### config.mk
export PLATFORM = sky130hd
export DESIGN_NAME = standard_timer
export DESIGN_NICKNAME = d
export VERILOG_FILES = /design/src/logic/standard_timer_pkg.sv /design/src/logic/standard_timer.sv
export SDC_FILE = /design/constraint.sdc
export NUM_CORES = 1
export LEC_CHECK = 0
export ABC_AREA = 0
export BUFFER_PORTS_ARGS = -buffer_cell sky130_fd_sc_hd__buf_2
export CAP_MARGIN = 20
export CORE_UTILIZATION = 35
export DETAILED_ROUTE_END_ITERATION = 12
export PLACE_DENSITY = 0.49
export REMOVE_ABC_BUFFERS = 1
export SYNTH_ARGS = -nofsm -noshare
export SYNTH_HDL_FRONTEND = slang
export SYNTH_SLANG_ARGS = --single-unit
### constraint.sdc
create_clock -name clk_sys -period 2.85 [get_ports clk_sys]
set_clock_uncertainty 0.15 [all_clocks]
set_input_delay 0.1425 -clock clk_sys [delete_from_list [all_inputs] [get_ports clk_sys]]
set_output_delay 0.1425 -clock clk_sys [all_outputs]
set_load 0.1 [all_outputs]
### src/logic/standard_timer_pkg.sv
// Package for the 16-bit standard timer: register map, field layout,
// reset values and mode codes.
// Assumes an 8-bit register port with one-cycle read latency.
package standard_timer_pkg;

    // ------------------------------------------------------------
    // Register map
    // ------------------------------------------------------------
    localparam logic [2:0] ADDR_CTRL_ZERO = 3'h0;
    localparam logic [2:0] ADDR_CTRL_ONE = 3'h1;
    localparam logic [2:0] ADDR_COUNT_LO = 3'h2;
    localparam logic [2:0] ADDR_COUNT_HI = 3'h3;
    localparam logic [2:0] ADDR_CMP_A_LO = 3'h4;
    localparam logic [2:0] ADDR_CMP_A_HI = 3'h5;
    localparam logic [2:0] ADDR_CMP_P = 3'h6;
    localparam logic [2:0] ADDR_FLAGS = 3'h7;

    // ------------------------------------------------------------
    // Field positions
    // ------------------------------------------------------------
    localparam int RUN_BIT = 3;
    localparam int FLAG_A_BIT = 0;
    localparam int FLAG_P_BIT = 1;

    // ------------------------------------------------------------
    // Mode and pin function codes
    // ------------------------------------------------------------
    localparam logic [1:0] MODE_COMPARE = 2'h0;
    localparam logic [1:0] MODE_CAPTURE = 2'h1;
    localparam logic [1:0] MODE_PWM = 2'h2;
    localparam logic [1:0] MODE_TIMER = 2'h3;

    localparam logic [1:0] PIN_NONE = 2'h0;
    localparam logic [1:0] PIN_LOW = 2'h1;
    localparam logic [1:0] PIN_HIGH = 2'h2;
    localparam logic [1:0] PIN_TOGGLE = 2'h3;

    localparam logic [1:0] PWM_FORCE_OFF = 2'h0;
    localparam logic [1:0] PWM_FORCE_ON = 2'h1;
    localparam logic [1:0] PWM_WAVE = 2'h2;
    localparam logic [1:0] PWM_ONE_PULSE = 2'h3;

    localparam logic [1:0] CAP_RISE = 2'h0;
    localparam logic [1:0] CAP_FALL = 2'h1;
    localparam logic [1:0] CAP_BOTH = 2'h2;

    // ------------------------------------------------------------
    // Reset values and counts
    // ------------------------------------------------------------
    localparam logic [7:0] CTRL_RESET = 8'h00;
    localparam logic [15:0] CMP_A_RESET = 16'h0000;
    localparam logic [7:0] CMP_P_RESET = 8'h00;
    localparam logic [15:0] COUNT_RESET = 16'h0000;
    localparam logic [15:0] COUNT_MAX = 16'hFFFF;
    localparam int TICK_DIV_DEFAULT = 1;

    typedef struct packed {
        logic [1:0] op_mode_sel;
        logic [1:0] pin_func_sel;
        logic out_init_level;
        logic out_invert;
        logic duty_period_swap;
        logic clear_on_match_a;
    } control_reg_one_s;

    typedef struct packed {
        logic [2:0] addr;
        logic [7:0] wdata;
        logic wr;
        logic rd;
    } reg_req_s;

endpackage : standard_timer_pkg

### src/logic/standard_timer.sv
// Standard timer: 16-bit up counter, comparators A and P, five modes.
// Assumes pins arrive asynchronously; register port is synchronous.
// ------------------------------------------------------------
// What this block does
// - Compare mode: P match or overflow clears
// - Clear-on-A: A match clears, no P flag
// - Compare A zero: overflow, no A flag
// - Compare mode pin moves only on A
// - A match drives pin high, low, toggle
// - Run rising edge loads initial pin level
// - Timer mode counts like compare, no pin
// - Swap 0: P sets period, A duty
// - Swap 1: A sets period, P duty
// - Duty at or above period: always active
// - PWM raises both flags on matches
// - PWM level, enable/force and invert controls
// - Forced PWM pin keeps counting and flags
// - One-pulse starts on run rise or pin
// - A match ends pulse, clears run, flags
// - One-pulse counter zeroed only at start
// - Capture edge latches counter into A
// - Capture mode P match clears counter
// - Capture code 11 disables capture only
// - No short-pulse filter; prompt latch and flag
// - Compare pin codes: none, low, high, toggle
// - Capture edge codes: rise, fall, both, off
// - Compare P is 8 bits vs top byte
module standard_timer #(
    parameter int TICK_DIV = standard_timer_pkg::TICK_DIV_DEFAULT
) (
    input wire logic clk_sys,
    input wire logic arst_n,
    input wire standard_timer_pkg::reg_req_s reg_req,
    output logic [7:0] rd_data,
    input wire logic ext_clock_pin,
    input wire logic capture_pin,
    output logic timer_out,
    output logic timer_out_en
);
    import standard_timer_pkg::*;

    // ------------------------------------------------------------
    // State
    // ------------------------------------------------------------
    control_reg_one_s ctrl_q;
    logic run_q, run_d, run_prev_q;
    logic [15:0] count_q, count_d;
    logic [15:0] cmp_a_q, cmp_a_d;
    logic [7:0] cmp_p_q;
    logic flag_a_q, flag_a_d, flag_p_q, flag_p_d;
    logic level_q, level_d;
    logic [7:0] rd_data_q;
    logic out_q, out_en_q;
    logic [2:0] ext_sync_q, cap_sync_q;
    logic [15:0] div_q;

    // ------------------------------------------------------------
    // Register decode
    // ------------------------------------------------------------
    wire wr_ctrl0 = reg_req.wr && reg_req.addr == ADDR_CTRL_ZERO;
    wire wr_ctrl1 = reg_req.wr && reg_req.addr == ADDR_CTRL_ONE;
    wire wr_a_lo = reg_req.wr && reg_req.addr == ADDR_CMP_A_LO;
    wire wr_a_hi = reg_req.wr && reg_req.addr == ADDR_CMP_A_HI;
    wire wr_p = reg_req.wr && reg_req.addr == ADDR_CMP_P;
    wire wr_flags = reg_req.wr && reg_req.addr == ADDR_FLAGS;

    // ------------------------------------------------------------
    // Mode decode
    // ------------------------------------------------------------
    wire m_cmp = ctrl_q.op_mode_sel == MODE_COMPARE;
    wire m_tmr = ctrl_q.op_mode_sel == MODE_TIMER;
    wire m_cap = ctrl_q.op_mode_sel == MODE_CAPTURE;
    wire m_pwm_grp = ctrl_q.op_mode_sel == MODE_PWM;
    wire m_pulse = m_pwm_grp && ctrl_q.pin_func_sel == PWM_ONE_PULSE;
    wire m_pwm = m_pwm_grp && !m_pulse;
    wire cmp_like = m_cmp || m_tmr;

    // ------------------------------------------------------------
    // Timer clock tick
    // ------------------------------------------------------------
    wire tick = div_q == 16'(TICK_DIV - 1);

    // ------------------------------------------------------------
    // Pin edges; third stage only feeds edge detection
    // ------------------------------------------------------------
    wire ext_rise = ext_sync_q[1] && !ext_sync_q[2];
    wire cap_rise = cap_sync_q[1] && !cap_sync_q[2];
    wire cap_fall = !cap_sync_q[1] && cap_sync_q[2];
    logic cap_edge;
    always_comb begin
        case (ctrl_q.pin_func_sel)
            CAP_RISE: cap_edge = cap_rise;
            CAP_FALL: cap_edge = cap_fall;
            CAP_BOTH: cap_edge = cap_rise || cap_fall;
            default: cap_edge = 1'b0;
        endcase
    end
    // Latched in the cycle after the synchronised edge; within three clocks of the pin change
    wire capture = m_cap && run_q && cap_edge;

    // ------------------------------------------------------------
    // Comparators, looking at the count about to be reached
    // ------------------------------------------------------------
    wire run_rise = run_q && !run_prev_q;
    wire step = run_q && !run_rise && tick;
    wire [15:0] count_inc = count_q + 16'h0001;
    wire a_hit = cmp_a_q != CMP_A_RESET && count_inc == cmp_a_q;
    wire p_top = cmp_p_q == CMP_P_RESET ? count_q == COUNT_MAX
                 : count_inc == {cmp_p_q, 8'h00};
    wire match_a = step && a_hit;
    wire match_p = step && p_top;

    // Counter clear source per mode
    logic clr_count, raise_a, raise_p;
    always_comb begin
        clr_count = 1'b0;
        raise_a = 1'b0;
        raise_p = 1'b0;
        if (cmp_like) begin
            if (ctrl_q.clear_on_match_a) begin
                clr_count = match_a;
                raise_a = match_a;
            end else begin
                clr_count = match_p;
                raise_a = match_a;
                raise_p = match_p;
            end
        end else if (m_pwm) begin
            clr_count = ctrl_q.duty_period_swap ? match_a : match_p;
            raise_a = match_a;
            raise_p = match_p;
        end else if (m_pulse) begin
            raise_a = match_a;
        end else begin
            clr_count = match_p;
            raise_p = match_p;
            raise_a = capture;
        end
    end

    // ------------------------------------------------------------
    // PWM duty compare; 17 bits so a zero P means 65536
    // ------------------------------------------------------------
    wire [16:0] p_full = cmp_p_q == CMP_P_RESET ? 17'h10000
                         : {1'b0, cmp_p_q, 8'h00};
    wire [16:0] duty = ctrl_q.duty_period_swap ? p_full
                       : {1'b0, cmp_a_q};
    // Duty beyond the period keeps this true the whole period
    wire pwm_active = {1'b0, count_q} < duty;

    // ------------------------------------------------------------
    // Next-state logic
    // ------------------------------------------------------------
    always_comb begin
        run_d = run_q;
        if (wr_ctrl0) begin
            run_d = reg_req.wdata[RUN_BIT];
        end
        if (m_pulse && ext_rise) begin
            run_d = 1'b1;
        end
        if (m_pulse && match_a) begin
            run_d = 1'b0;
        end
    end

    always_comb begin
        if (run_rise) begin
            count_d = COUNT_RESET;
        end else if (clr_count) begin
            count_d = COUNT_RESET;
        end else if (step) begin
            count_d = count_inc;
        end else begin
            count_d = count_q;
        end
    end

    always_comb begin
        cmp_a_d = cmp_a_q;
        if (wr_a_lo) begin
            cmp_a_d[7:0] = reg_req.wdata;
        end
        if (wr_a_hi) begin
            cmp_a_d[15:8] = reg_req.wdata;
        end
        // Capture beats a software write in the same cycle
        if (capture) begin
            cmp_a_d = count_q;
        end
    end

    // Set beats write-one-to-clear
    always_comb begin
        flag_a_d = flag_a_q;
        flag_p_d = flag_p_q;
        if (wr_flags && reg_req.wdata[FLAG_A_BIT]) begin
            flag_a_d = 1'b0;
        end
        if (wr_flags && reg_req.wdata[FLAG_P_BIT]) begin
            flag_p_d = 1'b0;
        end
        if (raise_a) begin
            flag_a_d = 1'b1;
        end
        if (raise_p) begin
            flag_p_d = 1'b1;
        end
    end

    // Pin level before inversion
    always_comb begin
        level_d = level_q;
        if (run_rise) begin
            level_d = ctrl_q.out_init_level;
        end else if (m_cmp && match_a) begin
            case (ctrl_q.pin_func_sel)
                PIN_LOW: level_d = 1'b0;
                PIN_HIGH: level_d = 1'b1;
                PIN_TOGGLE: level_d = !level_q;
                default: level_d = level_q;
            endcase
        end else if (m_pulse && (match_a || !run_q)) begin
            level_d = !ctrl_q.out_init_level;
        end else if (m_pwm) begin
            case (ctrl_q.pin_func_sel)
                PWM_FORCE_OFF: level_d = !ctrl_q.out_init_level;
                PWM_FORCE_ON: level_d = ctrl_q.out_init_level;
                default: level_d = pwm_active ? ctrl_q.out_init_level
                                   : !ctrl_q.out_init_level;
            endcase
        end
    end

    // ------------------------------------------------------------
    // Read mux
    // ------------------------------------------------------------
    logic [7:0] rd_mux;
    always_comb begin
        case (reg_req.addr)
            ADDR_CTRL_ZERO: rd_mux = {4'h0, run_q, 3'h0};
            ADDR_CTRL_ONE: rd_mux = ctrl_q;
            ADDR_COUNT_LO: rd_mux = count_q[7:0];
            ADDR_COUNT_HI: rd_mux = count_q[15:8];
            ADDR_CMP_A_LO: rd_mux = cmp_a_q[7:0];
            ADDR_CMP_A_HI: rd_mux = cmp_a_q[15:8];
            ADDR_CMP_P: rd_mux = cmp_p_q;
            default: rd_mux = {6'h00, flag_p_q, flag_a_q};
        endcase
    end

    // ------------------------------------------------------------
    // Registers
    // ------------------------------------------------------------
    always_ff @(posedge clk_sys or negedge arst_n) begin
        if (!arst_n) begin
            ctrl_q <= CTRL_RESET;
            cmp_p_q <= CMP_P_RESET;
        end else begin
            if (wr_ctrl1) begin
                ctrl_q <= reg_req.wdata;
            end
            if (wr_p) begin
                cmp_p_q <= reg_req.wdata;
            end
        end
    end

    always_ff @(posedge clk_sys or negedge arst_n) begin
        if (!arst_n) begin
            run_q <= 1'b0;
            run_prev_q <= 1'b0;
            count_q <= COUNT_RESET;
            cmp_a_q <= CMP_A_RESET;
            flag_a_q <= 1'b0;
            flag_p_q <= 1'b0;
            level_q <= 1'b0;
        end else begin
            run_q <= run_d;
            run_prev_q <= run_q;
            count_q <= count_d;
            cmp_a_q <= cmp_a_d;
            flag_a_q <= flag_a_d;
            flag_p_q <= flag_p_d;
            level_q <= level_d;
        end
    end

    always_ff @(posedge clk_sys or negedge arst_n) begin
        if (!arst_n) begin
            div_q <= 16'h0000;
        end else begin
            div_q <= tick ? 16'h0000 : div_q + 16'h0001;
        end
    end

    // Two stages for metastability, a third for edge history
    always_ff @(posedge clk_sys or negedge arst_n) begin
        if (!arst_n) begin
            ext_sync_q <= 3'h0;
            cap_sync_q <= 3'h0;
        end else begin
            ext_sync_q <= {ext_sync_q[1:0], ext_clock_pin};
            cap_sync_q <= {cap_sync_q[1:0], capture_pin};
        end
    end

    always_ff @(posedge clk_sys or negedge arst_n) begin
        if (!arst_n) begin
            rd_data_q <= 8'h00;
            out_q <= 1'b0;
            out_en_q <= 1'b0;
        end else begin
            rd_data_q <= reg_req.rd ? rd_mux : 8'h00;
            out_q <= level_d ^ ctrl_q.out_invert;
            out_en_q <= m_cmp || m_pwm_grp;
        end
    end

    assign rd_data = rd_data_q;
    assign timer_out = out_q;
    assign timer_out_en = out_en_q;

endmodule : standard_timer

==> results.ini <==
[placement]
placed_area_mm2 = 0.00702
dp.cells = 961
dp_hpwl_mm = 15.1
place.gp.congestion = 0.969
io_buffer_count = 26

[global_route]
grt_pass1_vias = 5664
grt_first_pass_wirelength_mm = 31.8
grt_max_degree = 55
grt.overflow.total = 0
grt_usage_pct = 23.4
antenna_found_initial = 0

[final_layout]
areaGrowthSynthToFinish_pct = 26.7
final_cell_area_mm2 = 0.00769
final_cell_mix = buf_4 (95), dfrtp_1 (83), nand2_1 (61)
layout-drive-gt1-share_pct = 26.7
multi_input_area_mm2 = 0.00383
final_common_cell = buf_4
nNetsFinal = 810
num_antenna_cells = 0
num-fill-cells = 1608
final_cell_count_no_fill = 995
regArea_mm2 = 0.00213

[floorplan]
ios = 27
die_x_um = 134
rows = 47
die_area_mm2 = 0.0179
start_util_pct = 36.2
fp.dieH_um = 134
core_mm2 = 0.0168

[status]
outcome = finished, final reports clean

[timing]
relSlewSlack_pct = 48.7
fmax_mhz = 351
slew_violations = 0
finalCriticalPeriod_ns = 2.85
rsz0062_at_grt = true
setup_viol = 0
fin_tns_setup_ns = 0
hold-worst-slack_ns = 0.0154
finalCritPeriodShare_pct = 99.9
tightest_slew_ns = 0.770
final_hold_viol_count = 0

[yosys]
synth-compound-area-share_pct = 16.8
synth_fa_ha_area_share_pct = 4.74
synth_ff_type = dfrtp_1
ys_ff_latch = 85
synth_top_family_by_area = simple AND/OR/NAND/NOR gates
ys_async_sr_fraction_pct = 100
ys_seq_area_share_pct = 35.1
synth_simple_gate_area_share_pct = 21.8
synth_mux_area_share_pct = 9.69
avgSynthCellArea_um2 = 9.07
synth-edff-count = 0
yosysUniqueCellTypes = 68
yosys_warnings = 0
synth_xor_area_share_pct = 7.32
synth_area_mm2 = 0.00607
synth_cells = 669

[critical_path]
start_kind = register
crit_path_max_fanout = 7
timing.rr.start = count_q[0]$_DFFE_PN0P_
critPathCapture = count_q[3]$_DFFE_PN0P_
crit_arrival_ns = 2.92
r2r_cells = 13
critical_path.max_stage_delay_ns = 0.35
r2r_slack_ns = 0.002
rr_endpoint = count_q[3]$_DFFE_PN0P_
cp_data_required_time_ns = 2.93
startpoint = count_q[0]$_DFFE_PN0P_
cp-end-kind = register
crit_slowest_cell = dfrtp_1
path_cells = ha_1, and4_4, buf_4, nand4_1, xnor2_1, a211oi_1, nand4_1, nor2_1, buf_4, o221ai_4, buf_12, o2111ai_1, o31ai_1
path_class = register to register

[route]
wl_mm = 20.2
viasPerCell = 5.69
final_antenna_net_count = 0
wl_per_cell_um = 20.3
drtPass1Iterations = 5
drtIter0Drc = 400
num_vias = 5659
remaining_drc_errors = 0

[power]
swShare_pct = 41.4
p_leak_uw = 0.00339
p_int_uw = 2990
irDropWorstVdd_v = 0.000522
switchingPower_uw = 2110
pwr-share-clk_pct = 23.1
comb_power_share_pct = 42.1
power_density_mw_per_mm2 = 663
p_seq_share_pct = 34.8

[clocking]
htreeDepth = 3
cts-root-buf = clkbuf_16
cts_tree = built
cts_buffers = 9
clock_path_buffers = 2
clock_latency_ns = 0.35
clkTransAtPathRegs_ns = 0.07
clock_sinks = 85

[flow_run]
max-cap-violations = 0

[worst_hold_path]
hold_class = input pin to register

## flip-flops by register name (all words and copies together) (netlist names)
name,cells
count_q,16
run_q,1
ext_sync_q,3
ctrl_q,8
flag_p_q,1
flag_a_q,1
timer_out,1
timer_out_en,1
level_q,1
cmp_a_q,16
div_q,16
rd_data,8
cmp_p_q,8
cap_sync_q,3
run_prev_q,1
## timing repair
item                       in CTS  in global routing
hold buffers                   11                  0
pin swaps                       4                  9
resized for setup               7                 31
setup endpoints to repair      17                 18
hold endpoints to repair       69                  0
cloned                          0                  1
setup buffers                   2                  4
## worst min-delay path by stage
stage / start / to / slack, ns / cells past startpoint
2_1_floorplan: arst_n / cap_sync_q[0]$_DFF_PN0_ / -0.30 / 0
6_report: reg_req[1] / flag_a_q$_DFFE_PN0P_ / 0.02 / 4
3_5_place_dp: ext_clock_pin / ext_sync_q[0]$_DFF_PN0_ / 0.11 / 1
4_1_cts: reg_req[2] / ctrl_q[0]$_DFFE_PN0P_ / 0.005 / 2
5_1_grt: reg_req[2] / ctrl_q[0]$_DFFE_PN0P_ / 0.03 / 2
3_3_place_gp: ext_clock_pin / ext_sync_q[0]$_DFF_PN0_ / 0.10 / 1
## per-stage QoR
step | worst slack [ns] | util [%] | power [µW]
6_report | 0.00157 | 45.9 | 5100
5_1_grt | -0.161 | 45.9 | 5380
4_1_cts | 0.000254 | 44.6 | 5030
3_5_place_dp | -0.159 | 41.9 | 3800
3_3_place_gp | -0.151 | 41.9 | 3770
2_1_floorplan | -0.375 | - | 2930
## cell type report
class | instances | area share [%]
clock buffer | 11 | 3.29
timing repair buffer | 140 | 14.3
sequential | 85 | 27.7
multi-input combinational | 518 | 49.8
inverter | 16 | 0.781
tap | 220 | 3.58
clock inverter | 5 | 0.537
## routing by layer
metal	global-route usage, %	vias up	wire length [µm]
li1	-	2667	-
met1	30.6	2802	8980
met2	38.3	147	9670
met3	2.93	43	774
met4	10.9	0	750
met5	0	-	0
## synth_stat cells (3+ instances only)
cell / instances / area (µm²)
o31ai_1: 12 / 90.1
a21o_1: 4 / 30.0
nor2b_1: 11 / 68.8
dfrtp_1: 85 / 2130
nor4_1: 6 / 37.5
inv_1: 16 / 60.1
clkbuf_1: 31 / 116
nor3_1: 14 / 70.1
buf_1: 4 / 15.0
nand2_1: 62 / 233
mux2_2: 20 / 225
o21ai_0: 35 / 175
buf_4: 4 / 30.0
and4_1: 5 / 43.8
buf_2: 9 / 45.0
xor2_1: 16 / 140
a211oi_1: 11 / 82.6
a21oi_1: 26 / 130
nor3b_1: 3 / 22.5
ha_1: 23 / 288
and3_1: 12 / 75.1
nor2_1: 33 / 124
or2_2: 3 / 18.8
a31oi_1: 6 / 37.5
o22ai_1: 3 / 18.8
o21a_1: 4 / 30.0
o21ai_1: 6 / 30.0
and2_1: 7 / 43.8
nand4_1: 23 / 144
nand2b_1: 16 / 100
nand3_1: 30 / 150
a221oi_1: 8 / 70.1
xnor2_1: 32 / 280
o2111ai_1: 13 / 114
mux2i_1: 34 / 340
## cells by family (layout without fill, tap and decap cells)
| group | Yosys count | in the layout |
|---|---|---|
| simple gates | 242 | 242 |
| xor+xnor | 49 | 49 |
| buf+inv | 66 | 172 |
| mux | 55 | 55 |
| fa+ha+maj | 23 | 23 |
| compound gates | 149 | 149 |
| flops | 85 | 85 |
## worst max-delay path: cells and delay by family (launching register included)
kind	cells	cell delay, ns
flip-flops	1	0.35
buffers and inverters	3	0.47
XOR/XNOR	1	0.24
adder cells (fa/ha/maj)	1	0.18
AND/OR/NAND/NOR	4	0.73
AO/OA/AOI/OAI	4	0.59
## power by group through the flow
| stage | registers [µW] | logic (µW) | clock network [µW] |
|---|---|---|---|
| floorplan | 1900 | 1040 | 0 |
| global placement | 1790 | 1980 | 0 |
| detailed placement | 1790 | 2010 | 0 |
| CTS | 1770 | 2040 | 1210 |
| global route | 1810 | 2320 | 1250 |
| finish | 1780 | 2150 | 1180 |
Note: power is estimated with default switching activity, not from simulation.
